`src/core/spcg_consts.vh`:
```
// Purpose: Constants for the sleep peripheral clock gating block
// Assumes: 32-bit register port, byte addresses
// Notes: Offsets are byte addresses
`ifndef SPCG_CONSTS_VH
`define SPCG_CONSTS_VH
`define SPCG_OFF_RUN_GATE 12'h104
`define SPCG_OFF_SLEEP_GATE 12'h114
`define SPCG_OFF_DEEP_GATE 12'h124
`define SPCG_OFF_RUN_CLK_CFG 12'h060
`define SPCG_OFF_INT_STATUS 12'h200
`define SPCG_OFF_INT_MASK 12'h204
`define SPCG_OFF_POWER_STATE 12'h208
`define SPCG_GATE_RESET 32'h00000000
`define SPCG_GATE_MASK 32'h07071013
`define SPCG_AUTO_GATE_BIT 22
`define SPCG_BIT_ASYNC_A 0
`define SPCG_BIT_ASYNC_B 1
`define SPCG_BIT_SYNC_SER 4
`define SPCG_BIT_TWO_WIRE 12
`define SPCG_BIT_TIMER_A 16
`define SPCG_BIT_TIMER_B 17
`define SPCG_BIT_TIMER_C 18
`define SPCG_BIT_COMP_A 24
`define SPCG_BIT_COMP_B 25
`define SPCG_BIT_COMP_C 26
`define SPCG_PERIPH_COUNT 10
`define SPCG_PERIPH_SLOTS 4
`define SPCG_INT_FAULT_BIT 0
`define SPCG_INT_STATE_BIT 1
`define SPCG_INT_MASK_BITS 32'h00000003
`define SPCG_PS_RUN 2'h0
`define SPCG_PS_SLEEP 2'h1
`define SPCG_PS_DEEP 2'h2
`endif

```
`src/core/spcg_sleep_gate_ctrl.v`:
```
// Purpose: Run, sleep and deep-sleep peripheral clock gate registers and enable selection
// Assumes: Single clock; power state and peripheral access requests come from the same clock
// Notes: Gate enables and fault outputs are registered
`timescale 1ns/1ps
`include "spcg_consts.vh"

module spcg_sleep_gate_ctrl #(
	parameter ADDR_W = 12
) (
	input wire clk,
	input wire rst_b,
	input wire [ADDR_W-1:0] regAddr,
	input wire [31:0] regWdata,
	input wire regWrite,
	input wire regRead,
	output reg [31:0] regRdata,
	input wire [1:0] powerState,
	input wire [31:0] periphAccess,
	output reg [31:0] periphClkEn,
	output reg busFault,
	output reg [31:0] faultTarget,
	output reg irq
);
	// Stored gate and control registers
	reg [31:0] runGate_r;
	reg [31:0] sleepGate_r;
	reg [31:0] deepGate_r;
	reg [31:0] runClkCfg_r;
	reg [1:0] intStatus_r;
	reg [1:0] intMask_r;
	reg [1:0] prevState_r;

	// Next values, all combinational
	reg [31:0] runGate_nxt;
	reg [31:0] sleepGate_nxt;
	reg [31:0] deepGate_nxt;
	reg [31:0] runClkCfg_nxt;
	reg [1:0] intStatus_nxt;
	reg [1:0] intMask_nxt;
	reg [31:0] activeGate_nxt;
	reg [31:0] rdata_nxt;
	reg irq_nxt;

	// Address decodes and write enables
	wire selRunGate;
	wire selSleepGate;
	wire selDeepGate;
	wire selRunClkCfg;
	wire selIntStatus;
	wire selIntMask;
	wire selPowerState;
	wire wrRunGate;
	wire wrSleepGate;
	wire wrDeepGate;
	wire wrRunClkCfg;
	wire wrIntStatus;
	wire wrIntMask;

	wire [31:0] faultHits;
	wire autoGate;
	wire stateChange;
	wire faultEvt;

	// Writable gate bits only; every reserved bit comes back as zero
	function [31:0] gateMask;
		input [31:0] value;
		begin
			gateMask = 32'h00000000;
			gateMask[`SPCG_BIT_ASYNC_A] = value[`SPCG_BIT_ASYNC_A];
			gateMask[`SPCG_BIT_ASYNC_B] = value[`SPCG_BIT_ASYNC_B];
			gateMask[`SPCG_BIT_SYNC_SER] = value[`SPCG_BIT_SYNC_SER];
			gateMask[`SPCG_BIT_TWO_WIRE] = value[`SPCG_BIT_TWO_WIRE];
			gateMask[`SPCG_BIT_TIMER_A] = value[`SPCG_BIT_TIMER_A];
			gateMask[`SPCG_BIT_TIMER_B] = value[`SPCG_BIT_TIMER_B];
			gateMask[`SPCG_BIT_TIMER_C] = value[`SPCG_BIT_TIMER_C];
			gateMask[`SPCG_BIT_COMP_A] = value[`SPCG_BIT_COMP_A];
			gateMask[`SPCG_BIT_COMP_B] = value[`SPCG_BIT_COMP_B];
			gateMask[`SPCG_BIT_COMP_C] = value[`SPCG_BIT_COMP_C];
		end
	endfunction

	// Exact match on the full address, so no register has an alias
	function hitReg;
		input [ADDR_W-1:0] addr;
		input [11:0] off;
		begin
			hitReg = (addr == off[ADDR_W-1:0]);
		end
	endfunction

	assign selRunGate = hitReg(regAddr, `SPCG_OFF_RUN_GATE);
	assign selSleepGate = hitReg(regAddr, `SPCG_OFF_SLEEP_GATE);
	assign selDeepGate = hitReg(regAddr, `SPCG_OFF_DEEP_GATE);
	assign selRunClkCfg = hitReg(regAddr, `SPCG_OFF_RUN_CLK_CFG);
	assign selIntStatus = hitReg(regAddr, `SPCG_OFF_INT_STATUS);
	assign selIntMask = hitReg(regAddr, `SPCG_OFF_INT_MASK);
	assign selPowerState = hitReg(regAddr, `SPCG_OFF_POWER_STATE);
	// Writes land in every cycle the strobe is high beside a matching address
	assign wrRunGate = regWrite & selRunGate;
	assign wrSleepGate = regWrite & selSleepGate;
	assign wrDeepGate = regWrite & selDeepGate;
	assign wrRunClkCfg = regWrite & selRunClkCfg;
	assign wrIntStatus = regWrite & selIntStatus;
	assign wrIntMask = regWrite & selIntMask;

	assign autoGate = runClkCfg_r[`SPCG_AUTO_GATE_BIT];
	// Checked against the enables currently driven to the gates
	assign faultHits = gateMask(periphAccess & ~periphClkEn);
	assign faultEvt = |faultHits;
	assign stateChange = (prevState_r != powerState);

	// Without auto gating the run enables stay in force in both sleep states
	always @* begin
		case (powerState)
			`SPCG_PS_RUN: begin
				activeGate_nxt = runGate_r;
			end
			`SPCG_PS_SLEEP: begin
				activeGate_nxt = autoGate ? sleepGate_r : runGate_r;
			end
			`SPCG_PS_DEEP: begin
				activeGate_nxt = autoGate ? deepGate_r : runGate_r;
			end
			default: begin
				activeGate_nxt = runGate_r;
			end
		endcase
	end

	// Each gate register holds its value unless written
	always @* begin
		runGate_nxt = runGate_r;
		if (wrRunGate) begin
			runGate_nxt = gateMask(regWdata);
		end
	end

	always @* begin
		sleepGate_nxt = sleepGate_r;
		if (wrSleepGate) begin
			sleepGate_nxt = gateMask(regWdata);
		end
	end

	always @* begin
		deepGate_nxt = deepGate_r;
		if (wrDeepGate) begin
			deepGate_nxt = gateMask(regWdata);
		end
	end

	// The configuration word is kept whole; only the auto gating bit acts here
	always @* begin
		runClkCfg_nxt = runClkCfg_r;
		if (wrRunClkCfg) begin
			runClkCfg_nxt = regWdata;
		end
	end

	always @* begin
		intMask_nxt = intMask_r;
		if (wrIntMask) begin
			intMask_nxt = regWdata[1:0];
		end
	end

	// Write one to clear; a hardware set in the same cycle wins over the clear
	always @* begin
		intStatus_nxt = intStatus_r;
		if (wrIntStatus) begin
			intStatus_nxt = intStatus_r & ~regWdata[1:0];
		end
		if (faultEvt) begin
			intStatus_nxt[`SPCG_INT_FAULT_BIT] = 1'b1;
		end
		if (stateChange) begin
			intStatus_nxt[`SPCG_INT_STATE_BIT] = 1'b1;
		end
	end

	always @* begin
		irq_nxt = |(intStatus_r & intMask_r);
	end

	// Unmapped addresses read zero
	always @* begin
		rdata_nxt = 32'h00000000;
		if (selRunGate) begin
			rdata_nxt = runGate_r;
		end else if (selSleepGate) begin
			rdata_nxt = sleepGate_r;
		end else if (selDeepGate) begin
			rdata_nxt = deepGate_r;
		end else if (selRunClkCfg) begin
			rdata_nxt = runClkCfg_r;
		end else if (selIntStatus) begin
			rdata_nxt = {30'h00000000, intStatus_r};
		end else if (selIntMask) begin
			rdata_nxt = {30'h00000000, intMask_r};
		end else if (selPowerState) begin
			rdata_nxt = {30'h00000000, powerState};
		end
	end

	// All gated peripherals start unclocked until software enables them
	always @(posedge clk or negedge rst_b) begin
		if (!rst_b) begin
			runGate_r <= `SPCG_GATE_RESET;
		end else begin
			runGate_r <= runGate_nxt;
		end
	end

	always @(posedge clk or negedge rst_b) begin
		if (!rst_b) begin
			sleepGate_r <= `SPCG_GATE_RESET;
		end else begin
			sleepGate_r <= sleepGate_nxt;
		end
	end

	always @(posedge clk or negedge rst_b) begin
		if (!rst_b) begin
			deepGate_r <= `SPCG_GATE_RESET;
		end else begin
			deepGate_r <= deepGate_nxt;
		end
	end

	always @(posedge clk or negedge rst_b) begin
		if (!rst_b) begin
			runClkCfg_r <= 32'h00000000;
		end else begin
			runClkCfg_r <= runClkCfg_nxt;
		end
	end

	always @(posedge clk or negedge rst_b) begin
		if (!rst_b) begin
			intMask_r <= 2'h0;
		end else begin
			intMask_r <= intMask_nxt;
		end
	end

	always @(posedge clk or negedge rst_b) begin
		if (!rst_b) begin
			intStatus_r <= 2'h0;
		end else begin
			intStatus_r <= intStatus_nxt;
		end
	end

	// Read data stand for the one cycle after the strobe and are zero otherwise
	always @(posedge clk or negedge rst_b) begin
		if (!rst_b) begin
			regRdata <= 32'h00000000;
		end else if (regRead) begin
			regRdata <= rdata_nxt;
		end else begin
			regRdata <= 32'h00000000;
		end
	end

	// Registered enables keep glitches off the peripheral clock gates
	always @(posedge clk or negedge rst_b) begin
		if (!rst_b) begin
			periphClkEn <= `SPCG_GATE_RESET;
		end else begin
			periphClkEn <= activeGate_nxt;
		end
	end

	always @(posedge clk or negedge rst_b) begin
		if (!rst_b) begin
			busFault <= 1'b0;
			faultTarget <= 32'h00000000;
		end else begin
			busFault <= faultEvt;
			faultTarget <= faultHits;
		end
	end

	// Previous power state feeds the state change status bit
	always @(posedge clk or negedge rst_b) begin
		if (!rst_b) begin
			prevState_r <= `SPCG_PS_RUN;
		end else begin
			prevState_r <= powerState;
		end
	end

	always @(posedge clk or negedge rst_b) begin
		if (!rst_b) begin
			irq <= 1'b0;
		end else begin
			irq <= irq_nxt;
		end
	end
endmodule // spcg_sleep_gate_ctrl

```
`config.mk`:
```
export PLATFORM = sky130hd
export DESIGN_NAME = spcg_sleep_gate_ctrl
export DESIGN_NICKNAME = d
export VERILOG_FILES = /design/src/core/spcg_sleep_gate_ctrl.v
export VERILOG_INCLUDE_DIRS = /design/src /design/src/core
export SDC_FILE = /design/constraint.sdc
export NUM_CORES = 1
export LEC_CHECK = 0
export ABC_CLOCK_PERIOD_IN_PS = 1050
export BUFFER_PORTS_ARGS = -buffer_cell sky130_fd_sc_hd__buf_2
export CAP_MARGIN = 0
export CORE_ASPECT_RATIO = 0.9
export CORE_UTILIZATION = 45
export CTS_CLUSTER_DIAMETER = 80
export DETAILED_ROUTE_END_ITERATION = 6
export GPL_TIMING_DRIVEN = 0
export HOLD_SLACK_MARGIN = 0.06
export PLACE_DENSITY_LB_ADDON = 0.2
export SYNTH_ARGS = -nofsm -noshare
export SYNTH_HDL_FRONTEND = slang
export SYNTH_SLANG_ARGS = --single-unit
```
`constraint.sdc`:
```
create_clock -name clk -period 1.05 [get_ports clk]
set_input_delay 0.0525 -clock clk [delete_from_list [all_inputs] [get_ports clk]]
set_output_delay 0.0525 -clock clk [all_outputs]
set_load 0.1 [all_outputs]
```
* Word-level counts from Yosys, hierarchy flattened
Index checks and enable logic that the tools add are counted.
** Storage, ports and cells
- Bits in registers :: 139
- Input bits :: 82
- Output and inout bits :: 98
- Word-level logic and storage cells :: 52
** Operators by class
- Equal/unequal tests :: 10
- Multiplexer cells :: 14
- Bitwise gates (word level) :: 11
- Reduce and logical (&&, ||, !) cells :: 4
** Operators by type and width (number)
- 32-bit 2-to-1 mux :: 5
- 27-bit 2-to-1 mux :: 2
- 27-bit one-hot mux with 2 select lines :: 1
- 12-bit by 10-bit == test with 1-bit output (second input constant) :: 3
- 12-bit by 9-bit == test with 1-bit output (second input constant) :: 3
- 27-bit bitwise AND :: 1
- 27-bit NOT :: 1
- 12-bit by 7-bit == test with 1-bit output (second input constant) :: 1
- 10-bit OR reduction :: 1
- 2-bit 2-to-1 mux :: 4
- 1-bit bitwise AND :: 6
- 2-bit bitwise AND :: 2
- 2-bit nonzero test :: 2
- 2-bit by 1-bit == test with 1-bit output (second input constant) :: 1
- 2-bit == test (second input constant) :: 1
- 1-bit 2-to-1 mux :: 2
- 2-bit != test :: 1
- 2-bit NOT :: 1
- 2-bit OR reduction :: 1

* Longest topological paths before layout
- Depth after elaboration :: 9
- Gate-level depth with buffers :: 6
- Depth with buffers taken out :: 6

* Worst setup path before layout
OpenSTA, ideal clock, no wires.
- Path type :: reg2reg
- Start :: reg periphClkEn[16]
- End :: reg intStatus_r[0]
- Library setup time :: 0.118 ns
- Arrival time :: 1.576 ns
- Required time :: 0.932 ns
- Slack :: -0.645 ns
- Stages on the path, launching flop included :: 5
- Buffers on the path :: 0
- Period minus slack after synthesis :: 1.695 ns
- Path through :: dfrtp_1 -> nor2b_1 -> nor4_1 -> nand3_1 -> a21o_1
** On the way
- Word-level cells in the longest chain between the ends :: 4
- Elaborated cells between the ends (all ways) :: 5
- Classes of those cells :: 1 x mux; 2 x bitwise; 2 x reduce/logical
** RTL lines
- from (decl) :: RTL line spcg_sleep_gate_ctrl.v:19 : output reg [31:0] periphClkEn,
- from (signal assigned) :: RTL line spcg_sleep_gate_ctrl.v:268 : periphClkEn <= `SPCG_GATE_RESET;
- from (signal assigned) :: RTL line spcg_sleep_gate_ctrl.v:270 : periphClkEn <= activeGate_nxt;
- 27-bit NOT (*) :: RTL line spcg_sleep_gate_ctrl.v:108 : assign faultHits = gateMask(periphAccess & ~periphClkEn);
- 27-bit bitwise AND (*) :: RTL line spcg_sleep_gate_ctrl.v:108
- named net faultHits[16] :: RTL line spcg_sleep_gate_ctrl.v:59 : wire [31:0] faultHits;
- 10-bit OR reduction (*) :: RTL line spcg_sleep_gate_ctrl.v:109 : assign faultEvt = |faultHits;
- named net faultEvt :: RTL line spcg_sleep_gate_ctrl.v:62 : wire faultEvt;
- 1-bit 2-to-1 mux or 2-bit nonzero test (tied branches)
- to (signal assigned) :: RTL line spcg_sleep_gate_ctrl.v:250 : intStatus_r <= intStatus_nxt;
- to (decl) :: RTL line spcg_sleep_gate_ctrl.v:29 : reg [1:0] intStatus_r;
The timed path passes the listed nets; every way through them passes the cells marked *.
A chain may end at the register's enable or synchronous reset.

* Final worst setup path
- Start :: reg periphClkEn[25]
- End :: out periphClkEn[25]
No word-level cell between the ends.

==> PnR_summary.wiki <==
{| class="wikitable"
! Metric !! Value
|-
| Synthesized area per cell || 12.83 sq um
|-
| Highest Clock Rate || around 0.8 GHz
|-
| Worst hold margin || -0.07617 ns
|-
| Number of nets with antenna violations after routing || 0
|-
| Post-synth cell types || 47
|-
| Initial DRC Count || 375
|-
| Violations in the final reports || hold timing, setup timing
|-
| Die X || approximately 120 um
|-
| Share of layout cells above drive strength 1 || approximately 53%
|-
| Synthesized instance count || roughly 420
|-
| Source-to-sink clock delay at the later pin of the worst-skew pair || 0.41 ns
|-
| Fraction of the cycle the final worst path needs || 117.7%
|-
| Initial antenna violation count || 0
|-
| Maximum clock path buffer count || 2
|-
| Maximum number of pins on one net before global-route repair || between 60 and 70
|-
| Worst setup slack after layout || -0.1857 ns
|-
| Level count of the clock H-tree || 4
|-
| Slew at the pin closest to its max-slew limit || ~0.7 ns
|-
| Synthesis Warnings || 0
|-
| Sequential power share || between 30 and 40%
|-
| Pwr Density || 1447 nW/um^2
|-
| Master of the slowest instance on the critical path || sky130_fd_sc_hd__dfrtp_4
|-
| Maximum fanout count along the critical path || 2
|-
| Chip Height || roughly 110 um
|-
| Area of the multi-input gates || 2364 sq um
|-
| Synthesized flop and latch total || between 100 and 150
|-
| Net load switching power || ~3.4 mW
|-
| Number of hold violations in the final report || 7
|-
| Average detailed-routed wire length per instance || 18.01 um
|-
| Headroom to the max-slew limit || 54.36%
|-
| Std-Cell Rows || 37
|-
| Kind of capture point of the worst setup path || output port
|-
| WP data arrival || approximately 1.2 ns
|-
| Sequential cell area || slightly above 3000 sq um
|-
| Area growth, synth to finish || 64.32%
|-
| Nets || roughly 750
|-
| Remaining design rule violation count || 0
|-
| Routed WL || ~15 mm
|-
| Internal Pwr Total || between 9 and 10 mW
|-
| Top cells by area in the synthesized netlist || sky130_fd_sc_hd__dfrtp_1, sky130_fd_sc_hd__mux2_2, sky130_fd_sc_hd__buf_4
|-
| Share of async-settable or async-resettable flops after synthesis || 100.0%
|-
| # Max-Cap Violations || 0
|-
| Number of global-route vias before repair || 4,182
|-
| Wire length of the first global-routing pass || 21.11 mm
|-
| Antenna cells || 0
|-
| Slew Limit Fails || 0
|-
| Cts bufs inserted || 17
|-
| Post-route minimum period || between 1 and 1.5 ns
|-
| Share of total power in combinational logic || between 10 and 15%
|-
| Filler Cell Count || 640
|-
| Number of buffers inserted by port buffering || between 100 and 150
|-
| Primary flip-flop cell chosen by synthesis mapping || sky130_fd_sc_hd__dfrtp_1
|-
| Post-synth top area share || between 50% and 60%
|-
| Critical path, cell by cell || buf_6 > buf_12
|-
| Register clock-pin slew on the reported worst setup and hold paths || approximately 0.050 ns
|-
| Sequential cell area fraction in the yosys report || a little under three fifths
|-
| Total routing usage reported by global routing || between 20% and 30%
|-
| Total via count after detailed routing || approximately 4,200
|-
| Static leakage power || ~4.3 nW
|-
| Yosys top cell by area || sky130_fd_sc_hd__dfrtp_1
|-
| Gpl congestion || approximately 0.8
|-
| Power after layout || around 13 mW
|-
| Clock power frac || a little under half
|-
| CP max stage delay || around 0.5 ns
|-
| Starting density of the core || a little under half
|-
| RSZ-0062 raised after global routing || yes
|-
| Ports placed on the boundary || 180
|-
| Worst clock skew on the final layout || 0.004122 ns
|-
| Sum Neg Setup Slack || -3.660 ns
|-
| Core footprint || approximately 11,000 sq um
|-
| Worst IR Drop VDD || 0.0009784 V
|-
| CTS Sinks || roughly 120
|-
| Mean number of vias per cell || 5.081
|-
| HPWL after DPL || ~7.8 mm
|-
| Post-synthesis instance area || between 5000 and 6000 sq um
|-
| Critical path launch point type || flip-flop
|-
| Required time of the critical path || 1.00 ns
|-
| Detailed Routing Iterations Pass 1 || 4
|-
| Clock tree root driver cell || sky130_fd_sc_hd__clkbuf_16
|-
| Internal reg-to-reg setup slack || -0.15 ns
|-
| Final global-route overflow total || 0
|-
| Combined buffer and inverter count along the critical path || 2
|-
| Top cell family by delay on the critical path || flip-flops
|-
| Classification of the worst-slack hold path || in2reg
|-
| Final number of setup-violating endpoints || 68
|-
| Clock tree from TritonCTS || built
|-
| EDFF count, synth || 0
|-
| Proportion of total power due to net switching || a little over a quarter
|-
| Total of hold buffers inserted after clock tree synthesis || 42
|-
| Area enclosed by the die boundary || between 10,000 and 15,000 sq um
|-
| Run status || complete, but fails checks
|-
| Crit Path Category || reg2out
|}
[area by class of cell]
cell class / instances / share of cell area [%]
plain buffers: 58 / 5.479
clock buffers: 19 / 5.064
clock inverters: 12 / 1.989
inverters: 5 / 0.2146
multi-input cells: 274 / 27.02
flip-flops and latches: 122 / 35.24
well taps: 156 / 2.232
repair buffers: 186 / 22.76
[flip-flops by register name, summed over array words and instances, names as in the netlist]
register / flops
intMask_r: 2
runClkCfg_r: 32
irq: 1
regRdata: 32
sleepGate_r: 10
faultTarget: 10
deepGate_r: 10
runGate_r: 10
busFault: 1
periphClkEn: 10
intStatus_r: 2
prevState_r: 2
[worst paths after layout]
kind	from	end	cells past startpoint
worst min-delay path	periphAccess[17]	faultTarget[17]$_DFF_PN0_	2
max in group asynchronous	rst_b	sleepGate_r[18]$_DFFE_PN0P_	3
worst max register to register	intMask_r[1]$_DFFE_PN0P_	regRdata[1]$_DFF_PN0_	4
worst max-delay path	periphClkEn[25]$_DFF_PN0_	periphClkEn[25]	2
min in group asynchronous	rst_b	regRdata[27]$_DFF_PN0_	2
worst min register to register	runClkCfg_r[10]$_DFFE_PN0P_	regRdata[10]$_DFF_PN0_	1
[placed cells by master, fill, tap and decap left out, drive strengths merged, types with 2 or more instances in the layout]
master         n
a31oi          2
nand2         16
nand3          7
nor4b          3
nor4           6
nor2b         12
a22oi         18
mux2          64
inv            6
nor3           3
clkbuf        26
o21ai         21
nor2          12
clkinv         3
or3            2
dlygate4sd3   42
bufinv         4
ha             2
clkinvlp       4
nand4          4
buf          195
nand2b        12
and2          23
conb          44
dfrtp        122
xor2           2
a22o           9
[cell usage after synthesis (all sizes together) (2+ instances only)]
master  number
nand4        3
nand3        6
ha           2
or3          2
nand2       16
inv          5
buf         53
xor2         2
a22oi       18
nor4         6
dfrtp      122
mux2        64
nor2b       12
and2        23
nor3         3
a31oi        2
a22o         9
nor4b        3
nor2        12
clkbuf       6
nand2b      12
o21ai       21
[metal layers]
metal	track usage (%)	vias up	part of all wire, %
li1	-	1882	-
met3	5.510	36	7.3
met1	28.52	2087	39
met4	9.132	0	2.7
met5	0	-	0
met2	39.18	222	51
[metrics by stage]
step | worst slack [ns] | utilization [%] | instances | area (sq um)
global placement | -1.890 | 55.24 | 725 | 6342
detailed placement | -0.7393 | 55.54 | 726 | 6376
finish | -0.1857 | 76.18 | 832 | 8746
CTS | -0.1367 | 71.47 | 816 | 8205
floorplan | -0.3092 | - | 458 | 5592
global route | -0.2209 | 76.18 | 832 | 8746
[logic make-up after synthesis]
logic type                 share of synthesized area (%)
and+or+nand+nor                                    13.00
AOI/OAI and AO/OA                                  7.240
xor gates and xnor gates                          0.3292
other                                            0.07045
muxes                                              13.54
buffers and inverters                              7.993
DFF                                                57.36
adders and majority gates                         0.4701
[power by group through the flow]
stage	registers (mW)	logic [mW]	clock network, mW
floorplan	5.00	0.979	0
global placement	4.84	1.45	0
detailed placement	4.84	1.48	0
CTS	4.76	1.72	6.09
global route	4.77	1.91	6.37
finish	4.77	1.82	6.07
[timing repair]
item / in CTS / in global routing
setup buffers: 16 / 11
gates resized for setup: 185 / 101
cloned: 2 / 6
hold endpoints to repair: 141 / 7
pin swaps: 22 / 24
setup endpoints to repair: 161 / 139
(Power assumes the default switching activity.)
